File: config.mk
export PLATFORM = sky130hd
export DESIGN_NAME = slpc_regs
export DESIGN_NICKNAME = d
export VERILOG_FILES = /design/src/verilog/slpc_word.v /design/src/verilog/slpc_regs.v
export VERILOG_INCLUDE_DIRS = /design/src /design/src/verilog
export SDC_FILE = /design/constraint.sdc
export NUM_CORES = 1
export LEC_CHECK = 0
export BUFFER_PORTS_ARGS = -buffer_cell sky130_fd_sc_hd__buf_4
export CAP_MARGIN = 5
export CORE_ASPECT_RATIO = 1.25
export CORE_MARGIN = 2
export CORE_UTILIZATION = 25
export CTS_CLUSTER_SIZE = 14
export DETAILED_ROUTE_END_ITERATION = 12
export PLACE_DENSITY = 0.37
export SYNTH_ARGS = -nofsm -noshare
export SYNTH_HDL_FRONTEND = slang
export SYNTH_SLANG_ARGS = --single-unit
File: constraint.sdc
create_clock -name clk -period 16.03 [get_ports clk]
set_input_delay 3.206 -clock clk [delete_from_list [all_inputs] [get_ports clk]]
set_output_delay 3.206 -clock clk [all_outputs]
set_load 0.02 [all_outputs]
File: src/verilog/slpc_map.vh
`ifndef SLPC_MAP_VH
`define SLPC_MAP_VH

// --------------------------------------------------------------
// register indices (byte address = index * 4)
// --------------------------------------------------------------
`define SLPC_IDX_CURRENT_LOOP_GAINS 8'h8c
`define SLPC_IDX_SPEED_LOOP_GAINS_AND_LIMIT 8'h8e
`define SLPC_IDX_PROFILE_SELECT_AND_THRESHOLDS 8'h94
`define SLPC_IDX_PROFILE_DUTY_BREAKPOINTS 8'h96
`define SLPC_IDX_PROFILE_DUTY_TAIL 8'h98
`define SLPC_ADDR_W 10

// --------------------------------------------------------------
// writable bit masks and reset values
// --------------------------------------------------------------
`define SLPC_MASK_CURRENT_LOOP_GAINS 32'h00000007
`define SLPC_MASK_FULL_WORD 32'h7fffffff
`define SLPC_MASK_PROFILE_DUTY_TAIL 32'h78000000
`define SLPC_RESET_WORD 32'h00000000

// --------------------------------------------------------------
// field positions
// --------------------------------------------------------------
`define SLPC_PROP_GAIN_HI_MSB 2
`define SLPC_PROP_GAIN_HI_LSB 0
`define SLPC_PROP_GAIN_LO_MSB 30
`define SLPC_PROP_GAIN_LO_LSB 24
`define SLPC_INT_GAIN_MSB 23
`define SLPC_INT_GAIN_LSB 14
`define SLPC_MAX_SPEED_MSB 13
`define SLPC_MAX_SPEED_LSB 0
`define SLPC_PROFILE_SEL_MSB 30
`define SLPC_PROFILE_SEL_LSB 29
`define SLPC_DUTY_ON_MSB 28
`define SLPC_DUTY_ON_LSB 21
`define SLPC_DUTY_OFF_MSB 20
`define SLPC_DUTY_OFF_LSB 13
`define SLPC_DUTY_CLAMP_MSB 12
`define SLPC_DUTY_CLAMP_LSB 5
`define SLPC_DUTY_A_HI_MSB 4
`define SLPC_DUTY_A_HI_LSB 0
`define SLPC_DUTY_A_LO_MSB 30
`define SLPC_DUTY_A_LO_LSB 28
`define SLPC_DUTY_B_MSB 27
`define SLPC_DUTY_B_LSB 20
`define SLPC_DUTY_C_MSB 19
`define SLPC_DUTY_C_LSB 12
`define SLPC_DUTY_D_MSB 11
`define SLPC_DUTY_D_LSB 4
`define SLPC_DUTY_E_HI_MSB 3
`define SLPC_DUTY_E_HI_LSB 0
`define SLPC_DUTY_E_LO_MSB 30
`define SLPC_DUTY_E_LO_LSB 27

// --------------------------------------------------------------
// profile selector codes and scaling constants
// --------------------------------------------------------------
`define SLPC_PROFILE_SPEED_REF 2'h0
`define SLPC_PROFILE_LINEAR 2'h1
`define SLPC_PROFILE_STAIRCASE 2'h2
`define SLPC_PROFILE_FWD_REV 2'h3
`define SLPC_SPEED_DIVISOR 14'h0006
`define SLPC_DUTY_FULL_SCALE 15'h00ff
`define SLPC_PERCENT 8'h64

// --------------------------------------------------------------
// AXI responses
// --------------------------------------------------------------
`define SLPC_RESP_OKAY 2'h0
`define SLPC_RESP_SLVERR 2'h2

`endif

File: src/verilog/slpc_word.v
`timescale 1ns/1ps
`include "slpc_map.vh"

// one 32-bit configuration word; bits outside the mask stay zero
module slpc_word #(
  parameter [31:0] WMASK = 32'h7fffffff
) (
  // clock and reset
  input wire clk,
  input wire reset_n,
  // write port
  input wire wr_en,
  input wire [31:0] wdata,
  input wire [3:0] wstrb,
  // stored value
  output wire [31:0] q
);

  reg [31:0] word_reg;
  reg [31:0] word_next;
  integer i;

  always @* begin
    word_next = word_reg;
    if (wr_en) begin
      for (i = 0; i < 4; i = i + 1) begin
        if (wstrb[i]) begin
          word_next[i*8 +: 8] = wdata[i*8 +: 8];
        end
      end
    end
    word_next = word_next & WMASK;
  end

  always @(posedge clk or negedge reset_n) begin
    if (!reset_n) begin
      word_reg <= `SLPC_RESET_WORD;
    end else begin
      word_reg <= word_next;
    end
  end

  assign q = word_reg;

endmodule // slpc_word

File: src/verilog/slpc_regs.v
`timescale 1ns/1ps
`include "slpc_map.vh"

// Behaviour
// speed-loop proportional gain low seven bits sit in bits 30:24 of gain word
// its top three bits sit in bits 2:0 of the preceding word
// proportional gain equals 0.01 times low byte over ten to top bits
// integral gain bits 23:14, 0.1 times low byte over ten to top bits
// maximum speed bits 13:0, electrical hertz equal field divided by six
// profile selector bits 30:29: reference, linear, staircase, forward-reverse
// turn-on duty threshold bits 28:21, percent is value over 255 times 100
// turn-off duty threshold bits 20:13, same percent scaling
// clamp duty threshold bits 12:5, same percent scaling
// breakpoint A top five bits in bits 4:0 of profile-select word
// breakpoint A low three bits in bits 30:28 of breakpoint word
// breakpoint B bits 27:20, percent scaled
// breakpoint C bits 19:12, percent scaled
// breakpoint D bits 11:4, percent scaled
// breakpoint E top four bits in bits 3:0 of breakpoint word
// breakpoint E low four bits in bits 30:27 of following word
// gain word at index 8Eh, all fields zero after reset
// bit 31 of every word reads zero and ignores writes
module slpc_regs (
  // clock and reset
  input wire clk,
  input wire reset_n,
  // axi4-lite write address
  input wire [11:0] s_axi_awaddr,
  input wire [2:0] s_axi_awprot,
  input wire s_axi_awvalid,
  output wire s_axi_awready,
  // axi4-lite write data
  input wire [31:0] s_axi_wdata,
  input wire [3:0] s_axi_wstrb,
  input wire s_axi_wvalid,
  output wire s_axi_wready,
  // axi4-lite write response
  output wire [1:0] s_axi_bresp,
  output wire s_axi_bvalid,
  input wire s_axi_bready,
  // axi4-lite read address
  input wire [11:0] s_axi_araddr,
  input wire [2:0] s_axi_arprot,
  input wire s_axi_arvalid,
  output wire s_axi_arready,
  // axi4-lite read data
  output wire [31:0] s_axi_rdata,
  output wire [1:0] s_axi_rresp,
  output wire s_axi_rvalid,
  input wire s_axi_rready,
  // speed loop
  output wire [9:0] speed_loop_prop_gain,
  output wire [9:0] speed_loop_integral_gain,
  output reg [17:0] prop_gain_e5_reg,
  output reg [17:0] integral_gain_e4_reg,
  output wire [13:0] max_speed,
  output reg [11:0] max_speed_hz_reg,
  // reference profile mode, one-hot
  output reg mode_speed_ref_reg,
  output reg mode_linear_reg,
  output reg mode_staircase_reg,
  output reg mode_fwd_rev_reg,
  // duty thresholds and breakpoints, raw codes
  output wire [7:0] turn_on_duty_threshold,
  output wire [7:0] turn_off_duty_threshold,
  output wire [7:0] clamp_duty_threshold,
  output wire [7:0] duty_a,
  output wire [7:0] duty_b,
  output wire [7:0] duty_c,
  output wire [7:0] duty_d,
  output wire [7:0] duty_e,
  // duty values in whole percent
  output reg [6:0] turn_on_pct_reg,
  output reg [6:0] turn_off_pct_reg,
  output reg [6:0] clamp_pct_reg,
  output reg [6:0] duty_a_pct_reg,
  output reg [6:0] duty_b_pct_reg,
  output reg [6:0] duty_c_pct_reg,
  output reg [6:0] duty_d_pct_reg,
  output reg [6:0] duty_e_pct_reg
);

  // ------------------------------------------------------------
  // helpers
  // ------------------------------------------------------------
  // word index of a byte address; low two bits ignored
  function [7:0] word_index;
    input [11:0] addr;
    begin
      word_index = addr[9:2];
    end
  endfunction

  function mapped;
    input [7:0] idx;
    begin
      mapped = (idx == `SLPC_IDX_CURRENT_LOOP_GAINS) ||
               (idx == `SLPC_IDX_SPEED_LOOP_GAINS_AND_LIMIT) ||
               (idx == `SLPC_IDX_PROFILE_SELECT_AND_THRESHOLDS) ||
               (idx == `SLPC_IDX_PROFILE_DUTY_BREAKPOINTS) ||
               (idx == `SLPC_IDX_PROFILE_DUTY_TAIL);
    end
  endfunction

  // code/255*100, truncated to whole percent
  function [6:0] duty_pct;
    input [7:0] code;
    reg [14:0] prod;
    reg [14:0] quot;
    begin
      prod = {7'h00, code} * {7'h00, `SLPC_PERCENT};
      quot = prod / `SLPC_DUTY_FULL_SCALE;
      duty_pct = quot[6:0];
    end
  endfunction

  // mantissa * 10^(3-exp): gain in steps of 1e-5 (prop) or 1e-4 (int)
  function [17:0] gain_scale;
    input [9:0] field;
    reg [9:0] mult;
    begin
      case (field[9:8])
        2'h0: mult = 10'h3e8;
        2'h1: mult = 10'h064;
        2'h2: mult = 10'h00a;
        default: mult = 10'h001;
      endcase
      gain_scale = {10'h000, field[7:0]} * {8'h00, mult};
    end
  endfunction

  // ------------------------------------------------------------
  // write channel
  // ------------------------------------------------------------
  reg aw_full_reg;
  reg w_full_reg;
  reg [11:0] awaddr_reg;
  reg [31:0] wdata_reg;
  reg [3:0] wstrb_reg;
  reg bvalid_reg;
  reg [1:0] bresp_reg;

  // address and data may arrive in either order; each is held
  // until both are present and the previous response has gone
  wire wr_fire = aw_full_reg && w_full_reg && !bvalid_reg;
  wire [7:0] wr_idx = word_index(awaddr_reg);

  assign s_axi_awready = !aw_full_reg;
  assign s_axi_wready = !w_full_reg;
  assign s_axi_bvalid = bvalid_reg;
  assign s_axi_bresp = bresp_reg;

  always @(posedge clk or negedge reset_n) begin
    if (!reset_n) begin
      aw_full_reg <= 1'b0;
      w_full_reg <= 1'b0;
      awaddr_reg <= 12'h000;
      wdata_reg <= 32'h00000000;
      wstrb_reg <= 4'h0;
      bvalid_reg <= 1'b0;
      bresp_reg <= `SLPC_RESP_OKAY;
    end else begin
      if (s_axi_awvalid && !aw_full_reg) begin
        aw_full_reg <= 1'b1;
        awaddr_reg <= s_axi_awaddr;
      end else if (wr_fire) begin
        aw_full_reg <= 1'b0;
      end
      if (s_axi_wvalid && !w_full_reg) begin
        w_full_reg <= 1'b1;
        wdata_reg <= s_axi_wdata;
        wstrb_reg <= s_axi_wstrb;
      end else if (wr_fire) begin
        w_full_reg <= 1'b0;
      end
      if (wr_fire) begin
        bvalid_reg <= 1'b1;
        bresp_reg <= mapped(wr_idx) ? `SLPC_RESP_OKAY : `SLPC_RESP_SLVERR;
      end else if (s_axi_bready) begin
        bvalid_reg <= 1'b0;
      end
    end
  end

  // ------------------------------------------------------------
  // register words
  // ------------------------------------------------------------
  wire [31:0] cur_gains_q;
  wire [31:0] spd_gains_q;
  wire [31:0] prof_sel_q;
  wire [31:0] prof_bp_q;
  wire [31:0] prof_tail_q;

  // only the proportional-gain top bits are kept here
  slpc_word #(.WMASK(`SLPC_MASK_CURRENT_LOOP_GAINS)) u_cur_gains (
    .clk(clk),
    .reset_n(reset_n),
    .wr_en(wr_fire && (wr_idx == `SLPC_IDX_CURRENT_LOOP_GAINS)),
    .wdata(wdata_reg),
    .wstrb(wstrb_reg),
    .q(cur_gains_q)
  );

  // gain word decode, zero at reset
  // bit 31 masked off in every word
  slpc_word #(.WMASK(`SLPC_MASK_FULL_WORD)) u_spd_gains (
    .clk(clk),
    .reset_n(reset_n),
    .wr_en(wr_fire && (wr_idx == `SLPC_IDX_SPEED_LOOP_GAINS_AND_LIMIT)),
    .wdata(wdata_reg),
    .wstrb(wstrb_reg),
    .q(spd_gains_q)
  );

  slpc_word #(.WMASK(`SLPC_MASK_FULL_WORD)) u_prof_sel (
    .clk(clk),
    .reset_n(reset_n),
    .wr_en(wr_fire && (wr_idx == `SLPC_IDX_PROFILE_SELECT_AND_THRESHOLDS)),
    .wdata(wdata_reg),
    .wstrb(wstrb_reg),
    .q(prof_sel_q)
  );

  slpc_word #(.WMASK(`SLPC_MASK_FULL_WORD)) u_prof_bp (
    .clk(clk),
    .reset_n(reset_n),
    .wr_en(wr_fire && (wr_idx == `SLPC_IDX_PROFILE_DUTY_BREAKPOINTS)),
    .wdata(wdata_reg),
    .wstrb(wstrb_reg),
    .q(prof_bp_q)
  );

  // only the breakpoint-E low bits are kept here
  slpc_word #(.WMASK(`SLPC_MASK_PROFILE_DUTY_TAIL)) u_prof_tail (
    .clk(clk),
    .reset_n(reset_n),
    .wr_en(wr_fire && (wr_idx == `SLPC_IDX_PROFILE_DUTY_TAIL)),
    .wdata(wdata_reg),
    .wstrb(wstrb_reg),
    .q(prof_tail_q)
  );

  // ------------------------------------------------------------
  // read channel
  // ------------------------------------------------------------
  reg rvalid_reg;
  reg [31:0] rdata_reg;
  reg [1:0] rresp_reg;
  reg [31:0] rd_word;
  wire [7:0] rd_idx = word_index(s_axi_araddr);

  assign s_axi_arready = !rvalid_reg;
  assign s_axi_rvalid = rvalid_reg;
  assign s_axi_rdata = rdata_reg;
  assign s_axi_rresp = rresp_reg;

  // unmapped reads return zero with an error response
  always @* begin
    case (rd_idx)
      `SLPC_IDX_CURRENT_LOOP_GAINS: rd_word = cur_gains_q;
      `SLPC_IDX_SPEED_LOOP_GAINS_AND_LIMIT: rd_word = spd_gains_q;
      `SLPC_IDX_PROFILE_SELECT_AND_THRESHOLDS: rd_word = prof_sel_q;
      `SLPC_IDX_PROFILE_DUTY_BREAKPOINTS: rd_word = prof_bp_q;
      `SLPC_IDX_PROFILE_DUTY_TAIL: rd_word = prof_tail_q;
      default: rd_word = 32'h00000000;
    endcase
  end

  always @(posedge clk or negedge reset_n) begin
    if (!reset_n) begin
      rvalid_reg <= 1'b0;
      rdata_reg <= 32'h00000000;
      rresp_reg <= `SLPC_RESP_OKAY;
    end else begin
      if (s_axi_arvalid && !rvalid_reg) begin
        rvalid_reg <= 1'b1;
        rdata_reg <= rd_word;
        rresp_reg <= mapped(rd_idx) ? `SLPC_RESP_OKAY : `SLPC_RESP_SLVERR;
      end else if (s_axi_rready) begin
        rvalid_reg <= 1'b0;
      end
    end
  end

  // ------------------------------------------------------------
  // field assembly
  // ------------------------------------------------------------
  // low seven bits from the gain word
  // top three bits from the word below
  assign speed_loop_prop_gain = {
    cur_gains_q[`SLPC_PROP_GAIN_HI_MSB:`SLPC_PROP_GAIN_HI_LSB],
    spd_gains_q[`SLPC_PROP_GAIN_LO_MSB:`SLPC_PROP_GAIN_LO_LSB]};
  // integral gain field
  assign speed_loop_integral_gain =
    spd_gains_q[`SLPC_INT_GAIN_MSB:`SLPC_INT_GAIN_LSB];
  // maximum speed field
  assign max_speed = spd_gains_q[`SLPC_MAX_SPEED_MSB:`SLPC_MAX_SPEED_LSB];
  // turn-on threshold field
  assign turn_on_duty_threshold = prof_sel_q[`SLPC_DUTY_ON_MSB:`SLPC_DUTY_ON_LSB];
  // turn-off threshold field
  assign turn_off_duty_threshold = prof_sel_q[`SLPC_DUTY_OFF_MSB:`SLPC_DUTY_OFF_LSB];
  // clamp threshold field
  assign clamp_duty_threshold = prof_sel_q[`SLPC_DUTY_CLAMP_MSB:`SLPC_DUTY_CLAMP_LSB];
  // breakpoint A joined across two words
  assign duty_a = {prof_sel_q[`SLPC_DUTY_A_HI_MSB:`SLPC_DUTY_A_HI_LSB],
                   prof_bp_q[`SLPC_DUTY_A_LO_MSB:`SLPC_DUTY_A_LO_LSB]};
  // breakpoint B
  assign duty_b = prof_bp_q[`SLPC_DUTY_B_MSB:`SLPC_DUTY_B_LSB];
  // breakpoint C
  assign duty_c = prof_bp_q[`SLPC_DUTY_C_MSB:`SLPC_DUTY_C_LSB];
  // breakpoint D
  assign duty_d = prof_bp_q[`SLPC_DUTY_D_MSB:`SLPC_DUTY_D_LSB];
  // breakpoint E joined across two words
  assign duty_e = {prof_bp_q[`SLPC_DUTY_E_HI_MSB:`SLPC_DUTY_E_HI_LSB],
                   prof_tail_q[`SLPC_DUTY_E_LO_MSB:`SLPC_DUTY_E_LO_LSB]};

  wire [1:0] profile_sel = prof_sel_q[`SLPC_PROFILE_SEL_MSB:`SLPC_PROFILE_SEL_LSB];
  wire [13:0] speed_div = max_speed / `SLPC_SPEED_DIVISOR;

  // ------------------------------------------------------------
  // scaled values, one cycle behind the stored words
  // ------------------------------------------------------------
  // registered so the divides stay off the bus timing path
  always @(posedge clk or negedge reset_n) begin
    if (!reset_n) begin
      prop_gain_e5_reg <= 18'h00000;
      integral_gain_e4_reg <= 18'h00000;
      max_speed_hz_reg <= 12'h000;
      mode_speed_ref_reg <= 1'b1;
      mode_linear_reg <= 1'b0;
      mode_staircase_reg <= 1'b0;
      mode_fwd_rev_reg <= 1'b0;
      turn_on_pct_reg <= 7'h00;
      turn_off_pct_reg <= 7'h00;
      clamp_pct_reg <= 7'h00;
      duty_a_pct_reg <= 7'h00;
      duty_b_pct_reg <= 7'h00;
      duty_c_pct_reg <= 7'h00;
      duty_d_pct_reg <= 7'h00;
      duty_e_pct_reg <= 7'h00;
    end else begin
      // proportional gain scaling
      prop_gain_e5_reg <= gain_scale(speed_loop_prop_gain);
      // integral gain scaling
      integral_gain_e4_reg <= gain_scale(speed_loop_integral_gain);
      // field over six
      max_speed_hz_reg <= speed_div[11:0];
      // selector decode
      mode_speed_ref_reg <= (profile_sel == `SLPC_PROFILE_SPEED_REF);
      mode_linear_reg <= (profile_sel == `SLPC_PROFILE_LINEAR);
      mode_staircase_reg <= (profile_sel == `SLPC_PROFILE_STAIRCASE);
      mode_fwd_rev_reg <= (profile_sel == `SLPC_PROFILE_FWD_REV);
      // threshold percent
      turn_on_pct_reg <= duty_pct(turn_on_duty_threshold);
      turn_off_pct_reg <= duty_pct(turn_off_duty_threshold);
      clamp_pct_reg <= duty_pct(clamp_duty_threshold);
      // breakpoint percent
      duty_a_pct_reg <= duty_pct(duty_a);
      duty_b_pct_reg <= duty_pct(duty_b);
      duty_c_pct_reg <= duty_pct(duty_c);
      duty_d_pct_reg <= duty_pct(duty_d);
      duty_e_pct_reg <= duty_pct(duty_e);
    end
  end

endmodule // slpc_regs

# Word-level counts from Yosys, hierarchy flattened
# Index checks and enable logic that the tools add are counted.
# op_classes
n_reduce_logical	43
multipliers	10
muxes	12
div	9
eq_ne	17
# ops
op	count
$pmux W31 S5	1
$div A15 B8 Y15 const B	8
$mul A8 B5 Y13 const B	8
$eq A8 B8 Y1 const B	10
$pmux W10 S3	2
$mul A8 B10 Y18	2
$reduce_and A2 Y1	14
$div A14 B3 Y14 const B	1
$logic_and A1 B1 Y1	10
$eq A2 B2 Y1 const B	4
$logic_or A1 B1 Y1	8
$reduce_bool A2 Y1	4
$mux W1	7
$eq A2 B1 Y1 const B	3
$logic_not A2 Y1	3
$logic_not A1 Y1	4
$mux W2	2
# totals
wordCells	130
ff_bits	293
in_bits	73

# Depth between registers and ports, before layout
# depth
depth_word	6
ltp_mapped	34
depth_no_buf	31

# Hierarchy
# Synthesis repeated with hierarchy kept, for this count alone.
# hier_totals
cells_unflattened	3759
hier_area_um2	32829.0
# by_module_without_submodules
module	cells_per_inst	area_each_um2	n_inst	seq_area_each_um2
slpc_regs	3480	28617.4	1	4755.8
slpc_word (u_prof_bp ...)	68	1161.1	3	775.7
slpc_word (u_prof_tail)	38	380.4	1	100.1
slpc_word (u_cur_gains)	37	347.8	1	75.1

# Worst setup path before layout
# No wires, ideal clock.
# synth_path
kind	register to register
from	reg u_prof_tail.word_reg[29], in the netlist u_prof_tail.q[29]
to	reg duty_e_pct_reg[0]
path_slack_ps	8007
setup_time_ps	131
path_stages_with_launch	31
path_buffers	2
t_arrival_ps	7891
cell_sequence	dfrtp_1 -> clkbuf_1 -> inv_1 -> ha_1 -> ha_1 -> ha_1 -> inv_1 -> fa_1 -> and2b_1 -> nand2_1 -> nor3_1 -> nand2_1 -> o31ai_4 -> nand4_1 -> and3_1 -> clkbuf_2 -> or4b_4 -> or3_4 -> o211a_2 -> or4_1 -> a31o_2 -> nor3_4 -> a31o_2 -> nor2_1 -> a211oi_1 -> nand3_1 -> mux2_2 -> ha_1 -> o31a_1 -> a311oi_1 -> or3_1
# synth_via
elab_chain_cells	2
# synth_rtl
element	line_no	rtl
start: declaration	slpc_word.v:19	reg [31:0] word_reg;
start signal: assignment	slpc_word.v:37	word_reg <= `SLPC_RESET_WORD;
start signal: assignment	slpc_word.v:39	word_reg <= word_next;
$mul A8 B5 Y13	slpc_regs.v:111	prod = {7'h00, code} * {7'h00, `SLPC_PERCENT};
$div A15 B8 Y15 (no source line)	-	
end signal: assignment	slpc_regs.v:362	duty_e_pct_reg <= duty_pct(duty_e);
end: declaration	slpc_regs.v:80	output reg [6:0] duty_e_pct_reg
# Every way passes these cells.
# A chain may end at the register's enable or synchronous reset.

# Worst setup path after layout
# layout_path
from	reg u_prof_bp.word_reg[6], in the netlist u_prof_bp.q[6]
to	reg duty_d_pct_reg[0]
# layout_via
elab_chain_cells	2
# layout_rtl
element	line_no	rtl
start: declaration	slpc_word.v:19	
start signal: assignment	slpc_word.v:37	
start signal: assignment	slpc_word.v:39	
$mul A8 B5 Y13	slpc_regs.v:111	
$div A15 B8 Y15 (no source line)	-	
end signal: assignment	slpc_regs.v:361	duty_d_pct_reg <= duty_pct(duty_d);
end: declaration	slpc_regs.v:79	output reg [6:0] duty_d_pct_reg,
# Every way passes these cells.

==> flow_summary_export.csv <==
group,metric,value,unit
synth,synthFlopType,"dfrtp_1",
clocking,ctsLongestPathBuffers,3,
pwr,fin_total_pwr,0.00411,W
floorplanning,die_h,409,um
pwr,p_int,0.00229,W
synth,syn_area,32900,um^2
synth,netlist_instances,3827,
clocking,clk_latency,630,ps
global_routing,antenna_found_initial,6,
synth,synthArstFlopShare,1.00,
clocking,cts_sinks,288,
floorplanning,fp.coreArea,130000,um^2
place,gp_congestion,0.856,
pwr,switching_power,0.00182,W
clocking,cts_resized,0,
cells_and_area,multi_input_area,23800,um^2
sta,max_freq,103,MHz
clocking,cts_hold_buf,0,
setup_path,crit_family,"simple AND/OR/NAND/NOR gates",
detailed_routing,routed-wl-met2,58000,um
sta,hold_ws,477,ps
global_routing,grt_usage,0.178,
sta,skew,37.6,ps
synth,yosysMostFrequentCell,"ha_1",
synth,synthSimpleGateAreaFrac,0.200,
cells_and_area,ff_latch_area,7210,um^2
detailed_routing,wl_per_cell,20.9,um
detailed_routing,drt-met1-wl,55400,um
pwr,comb_power_share,0.474,
detailed_routing,dr.first_iter.drc_count,1490,
synth,synth_commonest_cells,"ha_1 (363), inv_1 (336), dfrtp_1 (287)",
global_routing,gr-total-overflow,0,
synth,synth_top_family_by_area,"compound AO/OA/AOI/OAI gates",
cells_and_area,final_cells,5817,
detailed_routing,num_vias,29664,
global_routing,first_global_vias,30033,
synth,synth.area.top_cells,"dfrtp_1 (22%), ha_1 (14%), fa_1 (6.3%)",
synth,synth_mux_area_frac,0.0657,
pwr,p_leak,18.3,nW
pwr,power_density,107,nW/um^2
global_routing,grt_pass1_wl,186000,um
place,dp_hpwl,96300,um
setup_path,max_stage_delay,860,ps
place,pre_cts_slack,6400,ps
detailed_routing,routed_wl,121000,um
synth,synth_top_cell_by_area,"dfrtp_1",
floorplanning,dieArea,134000,um^2
sta,layout_setup_ws,6320,ps
synth,synth_edf_count,0,
clocking,numCtsBuffers,43,
clocking,cts_tree,"yes",
clocking,clk_pin_slew,60,ps
cells_and_area,areaGrowthSynthToFinish,16.9,%
pwr,vdd_drop_max,102,uV
sta,worst_pin_slew,1110,ps
pwr,switching_share,0.443,
detailed_routing,ant_nets,0,
synth,synth-compound-area-share,0.211,
place,dp_cells,5738,
sta,rsz0062_at_grt,"no",
detailed_routing,vias_per_cell,5.10,
flow_run,cap_violations,0,
setup_path,crit_top_cell,"ha_1",
sta,final_hold_viol_count,0,
sta,setup_viol,0,
detailed_routing,topRoutingLayerUsed,"met5",
cells_and_area,fillCellCount,14145,
synth,ys_warn_count,0,
sta,tns,0,ps
synth,synth_cell_types,122,
floorplanning,fp-row-count,148,
clocking,ctsHtreeMaxLevel,2,
synth,synth_xor_area_frac,0.0425,
status,status,"finished clean",
detailed_routing,met3RoutedLength,5190,um
clocking,cts_root_buffer,"clkbuf_16",
setup_path,path_max_fanout,19,
detailed_routing,dr.pass1.iters,6,
hold_path,hp-class,"reg2reg",
synth,synth_fa_ha_area_frac,0.202,
synth,yosysTopAreaCellShare,0.218,
pwr,seq_power_share,0.262,
synth,synth_seq_cells,288,
synth,avgSynthCellArea,8.59,um^2
sta,min_period,9710,ps
sta,relSlewSlack,0.238,
floorplanning,ios,320,
sta,fin_crit_sh,0.605,
cells_and_area,drive_gt1_frac,0.163,
pwr,power.share.clock,0.263,
clocking,cts_setup_buffers,0,
global_routing,grt_max_degree,80,
place,io_buffers,301,
sta,drv_slew,0,
setup_path,crit_path_top_delay_cell,"mux2i_1",
setup_path,worst-path-buf-inv,3,
setup_path,worst_ep_required_time,16560,ps
setup_path,critPathArrivalTime,10230,ps
floorplanning,initial_utilization,0.252,
cells_and_area,final_nets,4598,
synth,yosysSeqAreaShare,0.219,
setup_path,cp-start-kind,"flop",
detailed_routing,drcViolationCount,0,
setup_path,critPathKind,"reg2reg",
floorplanning,die_w,328,um
setup_path,end_kind,"flop",
==> tightest hold or removal path: stages, from the launching register on <==
cell	delay [ps]
dfrtp_1	340
nand2_1	40
o21ai_0	60
==> per-layer routing <==
metal / vias to the layer above / GRT usage
met5: - / 0
met4: 2 / 0.0416
met3: 115 / 0.0245
met2: 588 / 0.306
met1: 14526 / 0.235
li1: 14433 / -
==> power by group through the flow <==
stage                     registers (W)  logic, W  clock network, W
after floorplan                 0.00107   0.00133                 0
after global placement          0.00110   0.00196                 0
after detailed placement        0.00110   0.00196                 0
after CTS                       0.00109   0.00197           0.00113
after global routing            0.00110   0.00219           0.00115
final                           0.00108   0.00195           0.00108
==> cell type report <==
class	instances	share of cell area
Timing Repair Buffer	329	0.0644
Clock buffer	53	0.0300
Inverter	336	0.0328
Clock inverter	23	0.0104
Sequential cell	288	0.188
Tap cell	1725	0.0561
Antenna cell	3	0.000195
Multi-Input combinational cell	3060	0.618
==> path summary, 6_finish.rpt <==
kind | start | to | cells past startpoint | slack (ps)
setup / recovery | u_prof_bp.q[6] | duty_d_pct_reg[0] | 30 | 6320
hold / removal | s_axi_rdata[26] | s_axi_rdata[26] | 2 | 480
setup reg to reg | u_prof_bp.q[6] | duty_d_pct_reg[0] | 30 | 6320
hold reg to reg | s_axi_rdata[26] | s_axi_rdata[26] | 2 | 480
max in group asynchronous | reset_n | u_prof_sel.q[8] | 3 | 11240
min in group asynchronous | reset_n | duty_a_pct_reg[5] | 1 | 2560
==> cell families after synthesis <==
logic type               after synthesis
AO/OA/AOI/OAI                        987
XOR/XNOR                             157
adder cells (fa/ha/maj)              470
buffers and inverters                481
flip-flops                           288
multiplexers                         196
other                                  1
AND/OR/NAND/NOR                     1247
==> per-stage QoR <==
stage,cell area [um^2],util
5_1_grt,38400,0.295
3_3_place_gp,36900,0.283
6_report,38400,0.295
2_1_floorplan,32900,-
3_5_place_dp,36900,0.283
4_1_cts,38400,0.295
==> placed cells by master (no fill, tap or decap), drive strengths merged, types with 39 or more instances in the layout <==
| master | synthesis | final |
|---|---|---|
| ha | 363 | 363 |
| inv | 336 | 339 |
| buf | 47 | 329 |
| dfrtp | 287 | 287 |
| nand2 | 280 | 280 |
| nor2 | 211 | 211 |
| a21oi | 201 | 201 |
| o21ai | 194 | 194 |
| mux2 | 159 | 159 |
| nor3 | 133 | 133 |
| nand3 | 109 | 109 |
| fa | 104 | 104 |
| nor2b | 89 | 89 |
| xnor2 | 88 | 88 |
| xor2 | 68 | 68 |
| and2 | 61 | 61 |
| nand2b | 61 | 61 |
| a31oi | 55 | 55 |
| and3 | 54 | 54 |
| o211ai | 54 | 54 |
| clkbuf | 98 | 53 |
| or3 | 52 | 52 |
| o21a | 44 | 44 |
| a211oi | 40 | 40 |
| a21o | 39 | 39 |
| nor4 | 39 | 39 |
Note: power is estimated with default switching activity, not from simulation.
